[src/core/ddr_port_defs.svh]
// Purpose: Constants for the DDR SDRAM command and address front end.
// Assumes: One 50 MHz clock; the controller drives pins on that clock.
// Notes:   Mode field positions and precharge time are local choices.
//
// What this block does
// - Sample all address and control inputs on the rising clock edge.
// - Move read and write data as one word per clock half.
// - Bursts run 2, 4 or 8 words from the start column.
// - Column order inside a burst is sequential or interleaved.
// - First read word appears 2, 2.5 or 3 clocks after the read.
// - Auto close starts a self-timed precharge at the burst end, unless a read or write is issued during the burst.
// - Clock enable low freezes all outputs except the power state, the burst address included, from next cycle.
// - Clock enable low with all banks idle enters power-down or self refresh.
// - Bank select picks the bank for open, read, write and, with line ten low, precharge.
// - Row open takes all thirteen address lines as the row.
// - Read or write takes ten low lines as column, line ten as auto close.
// - Each byte lane has a write mask aligned with its data beat.
// - Extended mode set command switches the delay-locked loop on or off.
// - Storage is four banks of 8M words by 16 bits.
// - Chip select high makes the decoder ignore the command.
// - Row strobe low, column strobe high: open or precharge by write enable.
// - Column strobe low, row strobe high: read or write by write enable.
// - A masked byte lane is left unwritten during a write beat.
`ifndef DDR_PORT_DEFS_SVH
`define DDR_PORT_DEFS_SVH

// Array geometry
`define BANKS       4
`define BANK_W      2
`define ROW_W       13
`define COL_W       10
`define WORD_W      16
`define AP_BIT      10

// Mode register fields, taken from address lines
`define MR_BL_LSB   0
`define MR_BT_BIT   3
`define MR_CL_LSB   4
`define BL_CODE_2   3'h1
`define BL_CODE_4   3'h2
`define BL_CODE_8   3'h3
`define CL_CODE_2   3'h2
`define CL_CODE_25  3'h6
`define CL_CODE_3   3'h3
`define EMR_DLL_OFF 0
`define SEL_MODE    2'h0
`define SEL_EXT     2'h1

// Reset values
`define RST_BL      3'h1
`define RST_CL      3'h2

// Timing
`define CLK_NS      20
`define RP_NS       15
`define RP_CYC      ((`RP_NS + `CLK_NS - 1) / `CLK_NS)
`define CNT_W       4

`endif

[src/core/ddr_port_pkg.sv]
// Purpose: Shared types of the DDR SDRAM command and address front end.
// Assumes: Constants come from the defs header.
// Notes:   Structs are packed so they travel as single ports.
`include "ddr_port_defs.svh"

package ddr_port_pkg;

  // Decoded command
  typedef enum logic [2:0] {
    CMD_NOP     = 3'h0,
    CMD_OPEN    = 3'h1,
    CMD_READ    = 3'h2,
    CMD_WRITE   = 3'h3,
    CMD_PRECH   = 3'h4,
    CMD_REFRESH = 3'h5,
    CMD_MODE    = 3'h6,
    CMD_DESEL   = 3'h7
  } cmd_e;

  // Power state
  typedef enum logic [1:0] {
    PWR_ACTIVE = 2'h0,
    PWR_DOWN   = 2'h1,
    PWR_SELF   = 2'h2,
    PWR_SUSP   = 2'h3
  } pwr_e;

  typedef struct packed {
    logic cs_n;
    logic ras_n;
    logic cas_n;
    logic we_n;
  } cmd_pins_s;

  typedef struct packed {
    logic [2:0] cl;
    logic       interleave;
    logic [2:0] bl;
  } mode_s;

  typedef struct packed {
    logic                 open;
    logic [`CNT_W-1:0]    cnt;
    logic [`ROW_W-1:0]    row;
  } bank_s;

  typedef struct packed {
    logic                 en;
    logic [`BANK_W-1:0]   bank;
    logic [`ROW_W-1:0]    row;
    logic [`COL_W-1:0]    col0;
    logic [`COL_W-1:0]    col1;
  } arr_rd_s;

  typedef struct packed {
    logic                 en;
    logic [`BANK_W-1:0]   bank;
    logic [`ROW_W-1:0]    row;
    logic [`COL_W-1:0]    col0;
    logic [`COL_W-1:0]    col1;
    logic [`WORD_W-1:0]   data0;
    logic [`WORD_W-1:0]   data1;
    logic [1:0]           be0;
    logic [1:0]           be1;
  } arr_wr_s;

endpackage : ddr_port_pkg

[src/core/burst_col_gen.sv]
// Purpose: Burst column generator, two columns per clock.
// Assumes: load only comes while run is high.
// Notes:   Holds every register while run is low.
`timescale 1ns/10ps
`include "ddr_port_defs.svh"

module burst_col_gen #(
  parameter int COL_W = `COL_W
) (
  input  wire logic             clock,
  input  wire logic             rst_n,
  input  wire logic             load,
  input  wire logic             load_wr,
  input  wire logic             run,
  input  wire logic [COL_W-1:0] start_col,
  input  wire logic [3:0]       bl_words,
  input  wire logic             interleave,
  output logic                  rd_act,
  output logic                  wr_act,
  output logic                  last,
  output logic [COL_W-1:0]      col0,
  output logic [COL_W-1:0]      col1
);

  logic [COL_W-1:0] start_r, start_nxt, col0_r, col0_nxt, col1_r, col1_nxt;
  logic [3:0]       bl_r, bl_nxt, idx_r, idx_nxt;
  logic             il_r, il_nxt, rd_r, rd_nxt, wr_r, wr_nxt;
  logic             last_r, last_nxt;

  // Column of beat idx; wraps inside the burst-aligned block
  function automatic logic [COL_W-1:0] col_at(input logic [COL_W-1:0] s,
      input logic [3:0] idx, input logic [3:0] bl, input logic il);
    logic [COL_W-1:0] m;
    logic [COL_W-1:0] i;
    logic [COL_W-1:0] off;
    m   = {{(COL_W-4){1'b0}}, bl} - {{(COL_W-1){1'b0}}, 1'b1};
    i   = {{(COL_W-4){1'b0}}, idx};
    off = il ? (s ^ i) : (s + i);
    return (s & ~m) | (off & m);
  endfunction : col_at

  ////////////////////////////////////////////////////////////////////////
  // Next state
  always_comb begin
    start_nxt = start_r;
    bl_nxt    = bl_r;
    il_nxt    = il_r;
    idx_nxt   = idx_r;
    col0_nxt  = col0_r;
    col1_nxt  = col1_r;
    rd_nxt    = rd_r;
    wr_nxt    = wr_r;
    last_nxt  = last_r;
    if (run) begin
      if (load) begin
        start_nxt = start_col;
        bl_nxt    = bl_words;
        il_nxt    = interleave;
        col0_nxt  = col_at(start_col, 4'h0, bl_words, interleave);
        col1_nxt  = col_at(start_col, 4'h1, bl_words, interleave);
        idx_nxt   = 4'h2;
        rd_nxt    = !load_wr;
        wr_nxt    = load_wr;
        last_nxt  = (bl_words == 4'h2);
      end else if (rd_r || wr_r) begin
        if (last_r) begin
          rd_nxt   = 1'b0;
          wr_nxt   = 1'b0;
          last_nxt = 1'b0;
        end else begin
          col0_nxt = col_at(start_r, idx_r, bl_r, il_r);
          col1_nxt = col_at(start_r, idx_r + 4'h1, bl_r, il_r);
          idx_nxt  = idx_r + 4'h2;
          last_nxt = ((idx_r + 4'h2) >= bl_r);
        end
      end
    end
  end

  // Registers
  always_ff @(posedge clock or negedge rst_n) begin
    if (!rst_n) begin
      start_r <= '0;
      bl_r    <= 4'h2;
      il_r    <= 1'b0;
      idx_r   <= 4'h0;
      col0_r  <= '0;
      col1_r  <= '0;
      rd_r    <= 1'b0;
      wr_r    <= 1'b0;
      last_r  <= 1'b0;
    end else begin
      start_r <= start_nxt;
      bl_r    <= bl_nxt;
      il_r    <= il_nxt;
      idx_r   <= idx_nxt;
      col0_r  <= col0_nxt;
      col1_r  <= col1_nxt;
      rd_r    <= rd_nxt;
      wr_r    <= wr_nxt;
      last_r  <= last_nxt;
    end
  end

  assign rd_act = rd_r;
  assign wr_act = wr_r;
  assign last   = last_r;
  assign col0   = col0_r;
  assign col1   = col1_r;
endmodule : burst_col_gen

[src/core/ddr_sdram_cmd_addr_port.sv]
// Purpose: Command, address and clock-enable front end of a 4-bank DDR DRAM.
// Assumes: Pins arrive on this clock; the array answers reads combinationally.
// Notes:   Data is carried as a rise word and a fall word per clock.
`timescale 1ns/10ps
`include "ddr_port_defs.svh"

module ddr_sdram_cmd_addr_port #(
  parameter int RP_CYCLES = `RP_CYC
) (
  input  wire logic                      clock,
  input  wire logic                      rst_n,
  input  wire logic                      cke,
  input  wire ddr_port_pkg::cmd_pins_s   cmd,
  input  wire logic [`BANK_W-1:0]        bank_select,
  input  wire logic [`ROW_W-1:0]         addr,
  input  wire logic [`WORD_W-1:0]        wdata_rise,
  input  wire logic [`WORD_W-1:0]        wdata_fall,
  input  wire logic [1:0]                byte_write_mask_rise,
  input  wire logic [1:0]                byte_write_mask_fall,
  input  wire logic [`WORD_W-1:0]        arr_rdata0,
  input  wire logic [`WORD_W-1:0]        arr_rdata1,
  output ddr_port_pkg::arr_rd_s          arr_rd,
  output ddr_port_pkg::arr_wr_s          arr_wr,
  output logic [`WORD_W-1:0]             rdata_rise,
  output logic [`WORD_W-1:0]             rdata_fall,
  output logic                           rvalid_rise,
  output logic                           rvalid_fall,
  output logic [`BANKS-1:0]              bank_open,
  output ddr_port_pkg::pwr_e             pwr_state,
  output logic                           dll_enable
);

  ddr_port_pkg::cmd_e    cur;
  ddr_port_pkg::mode_s   mode_r, mode_nxt;
  ddr_port_pkg::bank_s   bank_r [`BANKS];
  ddr_port_pkg::bank_s   bank_nxt [`BANKS];
  ddr_port_pkg::pwr_e    pwr_r, pwr_nxt;
  ddr_port_pkg::arr_wr_s wr_r, wr_nxt;
  logic                  cke_r, run, cmd_ok, load, end_burst, all_idle;
  logic                  dll_r, dll_nxt, ap_r, ap_nxt;
  logic [`BANK_W-1:0]    bb_r, bb_nxt;
  logic [`ROW_W-1:0]     brow_r, brow_nxt;
  logic                  rd_act, wr_act, last, auto_close_flag_line;
  logic [`COL_W-1:0]     col0, col1;
  logic                  p1v_r, p1v_nxt, vr_r, vr_nxt, vf_r, vf_nxt;
  logic [`WORD_W-1:0]    p1w0_r, p1w0_nxt, p1w1_r, p1w1_nxt;
  logic [`WORD_W-1:0]    rr_r, rr_nxt, rf_r, rf_nxt;
  logic [`BANKS-1:0]     idle_v;
  logic [3:0]            bl_words;

  function automatic ddr_port_pkg::cmd_e decode(
      input ddr_port_pkg::cmd_pins_s c);
    if (c.cs_n) return ddr_port_pkg::CMD_DESEL;
    case ({c.ras_n, c.cas_n, c.we_n})
      3'h3:    return ddr_port_pkg::CMD_OPEN;
      3'h2:    return ddr_port_pkg::CMD_PRECH;
      3'h5:    return ddr_port_pkg::CMD_READ;
      3'h4:    return ddr_port_pkg::CMD_WRITE;
      3'h1:    return ddr_port_pkg::CMD_REFRESH;
      3'h0:    return ddr_port_pkg::CMD_MODE;
      default: return ddr_port_pkg::CMD_NOP;
    endcase
  endfunction : decode

  ////////////////////////////////////////////////////////////////////////
  // Command qualification; commands count only with clock enable held high, save refresh with clock enable low for self refresh entry
  assign cur    = decode(cmd);
  assign run    = cke_r;
  assign cmd_ok = cke && cke_r;
  assign auto_close_flag_line = addr[`AP_BIT];
  assign load   = cmd_ok && (cur == ddr_port_pkg::CMD_READ ||
                             cur == ddr_port_pkg::CMD_WRITE);
  assign end_burst = run && last && (rd_act || wr_act) && !load;
  assign all_idle  = (&idle_v) && !rd_act && !wr_act;
  assign bl_words  = (mode_r.bl == `BL_CODE_8) ? 4'h8 :
                     (mode_r.bl == `BL_CODE_4) ? 4'h4 : 4'h2;

  burst_col_gen #(.COL_W(`COL_W)) u_gen (
    .clock      (clock),
    .rst_n      (rst_n),
    .load       (load),
    .load_wr    (cur == ddr_port_pkg::CMD_WRITE),
    .run        (run),
    .start_col  (addr[`COL_W-1:0]),
    .bl_words   (bl_words),
    .interleave (mode_r.interleave),
    .rd_act     (rd_act),
    .wr_act     (wr_act),
    .last       (last),
    .col0       (col0),
    .col1       (col1)
  );

  ////////////////////////////////////////////////////////////////////////
  // Per-bank row state and self-timed precharge
  // four independent banks
  for (genvar b = 0; b < `BANKS; b++) begin : g_bank
    always_comb begin
      bank_nxt[b] = bank_r[b];
      if (bank_r[b].cnt != '0)
        bank_nxt[b].cnt = bank_r[b].cnt - `CNT_W'(1);
      if (cmd_ok && cur == ddr_port_pkg::CMD_OPEN &&
          bank_select == `BANK_W'(b)) begin
        bank_nxt[b].open = 1'b1;
        bank_nxt[b].row  = addr;
      end
      if (cmd_ok && cur == ddr_port_pkg::CMD_PRECH &&
          (auto_close_flag_line || bank_select == `BANK_W'(b))) begin
        bank_nxt[b].open = 1'b0;
        bank_nxt[b].cnt  = `CNT_W'(RP_CYCLES);
      end
      if (end_burst && ap_r && bb_r == `BANK_W'(b)) begin
        bank_nxt[b].open = 1'b0;
        bank_nxt[b].cnt  = `CNT_W'(RP_CYCLES);
      end
    end
    always_ff @(posedge clock or negedge rst_n) begin
      if (!rst_n) bank_r[b] <= '0;
      else        bank_r[b] <= bank_nxt[b];
    end
    assign idle_v[b]    = !bank_r[b].open && bank_r[b].cnt == '0;
    assign bank_open[b] = bank_r[b].open;
  end

  ////////////////////////////////////////////////////////////////////////
  // Mode registers, burst context and power state
  always_comb begin
    mode_nxt = mode_r;
    dll_nxt  = dll_r;
    ap_nxt   = ap_r;
    bb_nxt   = bb_r;
    brow_nxt = brow_r;
    pwr_nxt  = pwr_r;
    if (cmd_ok && cur == ddr_port_pkg::CMD_MODE) begin
      if (bank_select == `SEL_MODE) begin
        mode_nxt.bl = addr[`MR_BL_LSB +: 3];
        mode_nxt.interleave = addr[`MR_BT_BIT];
        mode_nxt.cl = addr[`MR_CL_LSB +: 3];
      end
      if (bank_select == `SEL_EXT)
        dll_nxt = !addr[`EMR_DLL_OFF];
    end
    // burst bank, open row and auto close flag
    if (load) begin
      ap_nxt   = auto_close_flag_line;
      bb_nxt   = bank_select;
      brow_nxt = bank_r[bank_select].row;
    end
    case (pwr_r)
      ddr_port_pkg::PWR_ACTIVE: begin
        if (!cke) begin
          if (!all_idle)
            pwr_nxt = ddr_port_pkg::PWR_SUSP;
          else if (cur == ddr_port_pkg::CMD_REFRESH)
            pwr_nxt = ddr_port_pkg::PWR_SELF;
          else
            pwr_nxt = ddr_port_pkg::PWR_DOWN;
        end
      end
      ddr_port_pkg::PWR_DOWN, ddr_port_pkg::PWR_SELF,
      ddr_port_pkg::PWR_SUSP: begin
        if (cke) pwr_nxt = ddr_port_pkg::PWR_ACTIVE;
      end
      default: pwr_nxt = ddr_port_pkg::PWR_ACTIVE;
    endcase
  end

  ////////////////////////////////////////////////////////////////////////
  // Data paths; both clock halves carry one word each
  always_comb begin
    wr_nxt   = wr_r;
    p1v_nxt  = p1v_r;
    p1w0_nxt = p1w0_r;
    p1w1_nxt = p1w1_r;
    rr_nxt   = rr_r;
    rf_nxt   = rf_r;
    vr_nxt   = vr_r;
    vf_nxt   = vf_r;
    if (run) begin
      wr_nxt = '{en: wr_act, bank: bb_r, row: brow_r, col0: col0,
                 col1: col1, data0: wdata_rise, data1: wdata_fall,
                 be0: ~byte_write_mask_rise, be1: ~byte_write_mask_fall};
      p1v_nxt  = rd_act;
      p1w0_nxt = arr_rdata0;
      p1w1_nxt = arr_rdata1;
      case (mode_r.cl)
        `CL_CODE_3: begin
          rr_nxt = p1w0_r;
          vr_nxt = p1v_r;
          rf_nxt = p1w1_r;
          vf_nxt = p1v_r;
        end
        `CL_CODE_25: begin
          rr_nxt = p1w1_r;
          vr_nxt = p1v_r;
          rf_nxt = arr_rdata0;
          vf_nxt = rd_act;
        end
        default: begin
          rr_nxt = arr_rdata0;
          vr_nxt = rd_act;
          rf_nxt = arr_rdata1;
          vf_nxt = rd_act;
        end
      endcase
    end
  end

  // all pins sampled on the rising edge
  always_ff @(posedge clock or negedge rst_n) begin
    if (!rst_n) begin
      cke_r  <= 1'b0;
      mode_r <= '{cl: `RST_CL, interleave: 1'b0, bl: `RST_BL};
      dll_r  <= 1'b1;
      {ap_r, bb_r, brow_r} <= '0;
      pwr_r  <= ddr_port_pkg::PWR_ACTIVE;
      wr_r   <= '0;
      {p1v_r, p1w0_r, p1w1_r} <= '0;
      {rr_r, rf_r, vr_r, vf_r} <= '0;
    end else begin
      cke_r  <= cke;
      mode_r <= mode_nxt;
      dll_r  <= dll_nxt;
      {ap_r, bb_r, brow_r} <= {ap_nxt, bb_nxt, brow_nxt};
      pwr_r  <= pwr_nxt;
      wr_r   <= wr_nxt;
      {p1v_r, p1w0_r, p1w1_r} <= {p1v_nxt, p1w0_nxt, p1w1_nxt};
      {rr_r, rf_r, vr_r, vf_r} <= {rr_nxt, rf_nxt, vr_nxt, vf_nxt};
    end
  end

  assign arr_rd      = '{en: rd_act, bank: bb_r, row: brow_r,
                         col0: col0, col1: col1};
  assign arr_wr      = wr_r;
  assign rdata_rise  = rr_r;
  assign rdata_fall  = rf_r;
  assign rvalid_rise = vr_r;
  assign rvalid_fall = vf_r;
  assign pwr_state   = pwr_r;
  assign dll_enable  = dll_r;
endmodule : ddr_sdram_cmd_addr_port

[config.mk]
export PLATFORM = sky130hd
export DESIGN_NAME = ddr_sdram_cmd_addr_port
export DESIGN_NICKNAME = d
export VERILOG_FILES = /design/src/core/ddr_port_pkg.sv /design/src/core/burst_col_gen.sv /design/src/core/ddr_sdram_cmd_addr_port.sv
export VERILOG_INCLUDE_DIRS = /design/src /design/src/core
export SDC_FILE = /design/constraint.sdc
export NUM_CORES = 1
export LEC_CHECK = 0
export ABC_AREA = 1
export BUFFER_PORTS_ARGS = -buffer_cell sky130_fd_sc_hd__buf_2
export CORE_ASPECT_RATIO = 1.1
export CORE_MARGIN = 3
export CORE_UTILIZATION = 35
export DETAILED_ROUTE_END_ITERATION = 12
export PLACE_DENSITY_LB_ADDON = 0.25
export SKIP_CTS_REPAIR_TIMING = 1
export SYNTH_ARGS = -nofsm -noshare
export SYNTH_HDL_FRONTEND = slang
export SYNTH_SLANG_ARGS = --single-unit
[constraint.sdc]
create_clock -name clock -period 2.9 [get_ports clock]
set_input_delay 0 -clock clock [delete_from_list [all_inputs] [get_ports clock]]
set_output_delay 0 -clock clock [all_outputs]
set_load 0.005 [all_outputs]
Yosys cells after proc, flatten, opt, wreduce, memory -nomap -nowiden
Cells that the tools add are included.

Output and inout bits: 149. Bits in registers: 280. Bits of input ports: 90.

Equality and inequality tests: 28. Bitwise operators: 18. Mux-type cells: 53. Reduce and logical (&&, ||, !) cells: 74. Order comparisons: 2. Add/sub/neg operators: 11.

Operator list (number): $mux 10 (9); $pmux 16 s2 (2); $and 10x10->10 (6); $mux 5 (8); $or 10x10->10 (4); $bmux 18 s2 (1); $mux 4 (8); $logic_and 1x1->1 (27); $mux 13 (2); $reduce_bool 3->1 (8); $eq 3x2->1 const B (7); $add 10x4->10 (2); $not 10->10 (2); $xor 10x4->10 (2); $eq 3x3->1 const B (6); $pmux 3 s6 (1); $logic_not 4->1 (4); $reduce_bool 4->1 (4); $sub 4x1->4 const B (4); $mux 1 (14); $eq 2x2->1 const B (6); $add 10x1->10 const B (1); $reduce_and 2->1 (5); $sub 4x1->5 const B (2); 23 further kinds (51).

Depth between registers and ports, before layout
Depth in word-level cells: 11. Depth in mapped cells: 12.

By module
Synthesis repeated with hierarchy kept, for this count alone.

Cells, all modules: 1635. Area total of the unflattened synthesis: 13299.0 um^2.

By module, submodules not included: ddr_sdram_cmd_addr_port (sequential area each 5959.5 um^2, instances 1, area each 10407.5 um^2, cells an instance 1230); burst_col_gen (sequential area each 1027.2 um^2, instances 1, area each 2891.5 um^2, cells an instance 405).

Worst setup path before layout
OpenSTA, ideal clock, no wires.

Path type: register to register. Start point: register u_gen.idx_r[1]. End point: register u_gen.col1_r[4] (netlist: u_gen.col1[4]). Period minus slack after synthesis: 1.553 ns. Data required time: 2.778 ns. Buffers on the path: 0. Arrival: 1.431 ns. Cell stages (with the launch flop): 11. Slack: 1.347 ns. Cells stage by stage: dfrtp_1 > inv_1 > fa_1 > inv_1 > nand3_1 > nand2_1 > nand2_1 > nand3_1 > o21ai_0 > nor2_1 > a21oi_1.

Cells in the longest elaborated chain, start to end: 8.

RTL lines: start, declared (line burst_col_gen.sv:26) `logic [3:0] bl_r, bl_nxt, idx_r, idx_nxt;`; start signal, assigned (line burst_col_gen.sv:96) `idx_r <= idx_nxt;`; $add 4x1->4 (line burst_col_gen.sv:72) `col1_nxt = col_at(start_r, idx_r + 4'h1, bl_r, il_r);`; $add 10x4->10 (line burst_col_gen.sv:38) `off = il ? (s ^ i) : (s + i);`; $mux 10 (line burst_col_gen.sv:38); $and 10x10->10 (line burst_col_gen.sv:39) `return (s & ~m) | (off & m);`; $or 10x10->10 (line burst_col_gen.sv:39); $mux 10 (line burst_col_gen.sv:66) `if (last_r) begin`; $mux 10 (line burst_col_gen.sv:65) `end else if (rd_r || wr_r) begin`; $mux 10 (line burst_col_gen.sv:55) `if (load) begin`; end signal, assigned (line burst_col_gen.sv:98) `col1_r <= col1_nxt;`; end, declared (line burst_col_gen.sv:25) `logic [COL_W-1:0] start_r, start_nxt, col0_r, col0_nxt, col1_r, col1_nxt;`.

No other way between the ends. The select of a mux whose other input is x is not followed. A chain may end at the register's enable or synchronous reset.

Worst setup path after layout
Start point: register cke_r. End point: register bank_r (netlist bit bank_open[0]).

Cells in the longest elaborated chain, start to end: 7.

RTL lines: start, declared (line ddr_sdram_cmd_addr_port.sv:39) `logic cke_r, run, cmd_ok, load, end_burst, all_idle;`; start signal, assigned (line ddr_sdram_cmd_addr_port.sv:221) `cke_r <= cke;`; $logic_and 1x1->1 (line ddr_sdram_cmd_addr_port.sv:69) `assign cmd_ok = cke && cke_r;`; $logic_and 1x1->1 (line ddr_sdram_cmd_addr_port.sv:71) `assign load = cmd_ok && (cur == ddr_port_pkg::CMD_READ ||`; $logic_not 1->1 (line ddr_sdram_cmd_addr_port.sv:73) `assign end_burst = run && last && (rd_act || wr_act) && !load;`; $logic_and 1x1->1 (line ddr_sdram_cmd_addr_port.sv:73); $logic_and 1x1->1 (2 in series) (line ddr_sdram_cmd_addr_port.sv:112) `` if (end_burst && ap_r && bb_r == `BANK_W'(b)) begin ``; $reduce_bool 3->1 (no source line) or $mux 5 (tied branches); end signal, assigned by index (line ddr_sdram_cmd_addr_port.sv:119) `else bank_r[b] <= bank_nxt[b];`; end, declared (line ddr_sdram_cmd_addr_port.sv:35) `` ddr_port_pkg::bank_s bank_r [`BANKS]; ``.

Several ways; a longest one is shown, not always the timed one.

==> run_results.csv <==
group,metric,value,unit
outcome,run_status,"complete, no violations",
routing,drt_drc_violations_left,0,
routing,drt_iter0_markers,585,
clock_tree,htreeDepth,1,
clock_tree,tritoncts_clock_tree,"yes",
clock_tree,cts-root-buf,"clkbuf_16",
sta,worst_clock_skew,0.0118,ns
sta,finalSetupViolCount,0,
synth,number_of_instances_in_the_synthesized_netlist,1523,
synth,synth_enable_flop_cells,0,
critical_path,crit_path_cell_trace,"buf_12, inv_4, nor2_1, nand4_1, nor2_1, nand2_1, nand2_1, a21oi_1",
critical_path,cp_max_fo,146,
critical_path,arrival,2.55,ns
grt,globalRoute.totalOverflow,0,
clock_tree,worst_setup_hold_path_clk_slew,0.06,ns
routing,detail_route.wirelength,35300,um
routing,antenna_violating_nets_post_route,0,
die,fp.coreArea,0.0353,sq mm
critical_path,timing.critical_path.slowest_cell_delay,0.56,ns
grt,grt_antenna_before_repair,0,
power,cellPowerDensity,740,mW/mm^2
critical_path,criticalPathCategory,"register to register",
synth,asyncSetResetFlopFracSynth,100,%
grt,grt_util_all_layers,17.5,%
placement,io_buffers,238,
synth,synth.yosys.warnings,0,
critical_path,slowest_stage,"dfrtp_4",
final_layout,drive_above_1_share,18.0,%
sta,timing_worst_slew_pin_value,0.713,ns
final_layout,n_antenna_cell,0,
die,initial_core_util,35.6,%
sta,rsz_0062_raised_after_global_routing,"false",
synth,ys_dominant_reg_cell,"dfrtp_1",
synth,synth.ff_latch_count,278,
critical_path,timing.rr.end,"bank_open[0]",
routing,dr.pass1.iters,5,
final_layout,area_growth_syn_to_layout,28.8,%
routing,routed_wire_length_per_instance,15.1,um
grt,grt_pass1_vias,10400,
sta,post-route-period-util,73.8,%
synth,ys_seq_area_share,55.3,%
sta,hold_violations,0,
die,die_width,187,um
clock_tree,clk_sinks,278,
critical_path,regToRegSetupSlack,0.76,ns
grt,grt_max_degree,147,
routing,detailroute.via_count,11200,
die,rows,72,
grt,wire_length_of_the_first_global_routing_pass,55000,um
synth,net_count_after_synthesis,1633,
min_path,hold_path_end,"bb_r[0]",
power,vdd_ir_drop_max,0.395,mV
synth,ys_types,39,
final_layout,most-common-layout-cells,"nand2_1, dfrtp_1, buf_2",
flow_run,cap_viol_max_count,0,
critical_path,worst_setup_path_end_kind,"register",
min_path,holdCritPathClass,"input port to register",
sta,max_freq,467,MHz
synth,syn_area,0.0126,sq mm
clock_tree,clk_latency,0.56,ns
min_path,hold_path.startpoint,"cmd[2]",
die,floorplan.die.height,205,um
critical_path,r2r-start,"cke_r",
synth,syn-mean-instance-area,8.27,sq um
clock_tree,clock_tree.buffer_depth,3,
critical_path,worst_r2r_path_depth,8,
power,design_power_total,12.0,mW
clock_tree,clock_buffers_created_by_tritoncts,31,
final_layout,mostFrequentLayoutCell,"nand2_1",
die,fp.dieArea,0.0383,sq mm
placement,post_dp_hpwl,23400,um
die,io_pins,239,
sta,maxSlewViolCount,0,
sta,fin_setup_tns,0,ns
critical_path,worstPathRequired,3.31,ns
sta,timing.max_slew.rel_slack,52.2,%
critical_path,setup.worst_path.start_class,"register",
sta,fin_hold_ws,0.0227,ns
min_path,hold_depth,5,
final_layout,layout.core_utilization,45.9,%
sta,min_period,2.14,ns
placement,place.gp.congestion,0.828,
final_layout,fin_nets,1940,
routing,vias_per_cell,4.80,
power,power.static_leakage,8.20,nW
critical_path,crit_family,"buffers and inverters",
critical_path,cp.buffers_inverters,2,
[worst max-delay path by stage]
stage                     to      startpoint  slack [ns]  cells after the start
6_report        bank_open[0]           cke_r        0.76                      8
5_1_grt         bank_open[1]           cke_r        0.56                      8
4_1_cts         bank_open[2]           cke_r        0.75                      8
3_5_place_dp    bank_open[3]           cke_r        0.76                      8
3_3_place_gp    bank_open[3]           cke_r        0.78                      8
2_1_floorplan  u_gen.col1[4]  u_gen.idx_r[1]        1.35                     10
[area by class of cell]
type	count	area, sq um
multi-input combinational	1026	4750
tap	481	602
clock buffer	40	840
timing repair buffer	348	2310
fill	3481	19100
inverter	145	547
sequential	278	6970
clock inverter	16	188
[cell families after synthesis]
kind of cell | count (synthesis) | share of synthesized area [%]
AND/OR/NAND/NOR | 752 | 24.3
XOR/XNOR | 7 | 0.487
flip-flops | 278 | 55.3
adder cells (fa/ha/maj) | 20 | 2.05
multiplexers | 2 | 0.159
buffers and inverters | 219 | 6.98
AO/OA/AOI/OAI | 245 | 10.7
[report_power, final]
part / total [mW] / internal [mW] / switching [mW] / leakage (nW)
combinational: 2.89 / 1.23 / 1.66 / 4.25
sequential: 5.11 / 4.61 / 0.505 / 3.44
clock: 3.99 / 2.39 / 1.60 / 0.515
total: 12.0 / 8.23 / 3.76 / 8.20
[worst min-delay path, stage by stage]
cell and delay (ns):
buf_2 0.13, nand2_1 0.07, inv_1 0.05, nand2_2 0.18
o21ai_0 0.10
[layer usage]
metal | wire length (um) | vias up | GRT usage [%] | share of wire (%)
met5 | 0 | - | 0 | 0
met4 | 613 | 0 | 3.94 | 1.7
met3 | 1980 | 41 | 3.08 | 5.6
met2 | 16700 | 311 | 29.3 | 47
met1 | 16100 | 5354 | 23.9 | 46
li1 | - | 5500 | - | -
[stage by stage]
| step | setup slack, ns | std cells | cell area, sq um |
|---|---|---|---|
| after global routing | 0.562 | 2334 | 16200 |
| after detailed placement | 0.763 | 2188 | 14300 |
| after CTS | 0.746 | 2244 | 15300 |
| after global placement | 0.776 | 2188 | 14300 |
| after floorplan | 1.35 | 1523 | 12600 |
| final | 0.759 | 2334 | 16200 |
[synth_stat cells (17+ instances only)]
cell	n	area share [%]
nand4_1	23	1.1
a41oi_1	17	1.2
dfrtp_1	274	54
a21oi_1	35	1.4
o21ai_1	20	0.80
inv_1	142	4.2
ha_1	19	1.9
nand2_1	538	16
o21ai_0	152	6.0
clkbuf_1	49	1.5
nand3_1	80	3.2
nor2_1	88	2.6
[sequential cells by signal (all words and copies together) (netlist names), 13 cells and up]
signal / flops
p1w0_r: 16
p1w1_r: 16
rdata_rise: 16
rdata_fall: 16
bank_r: 68
brow_r: 13
arr_wr: 72
(Power assumes the default switching activity.)
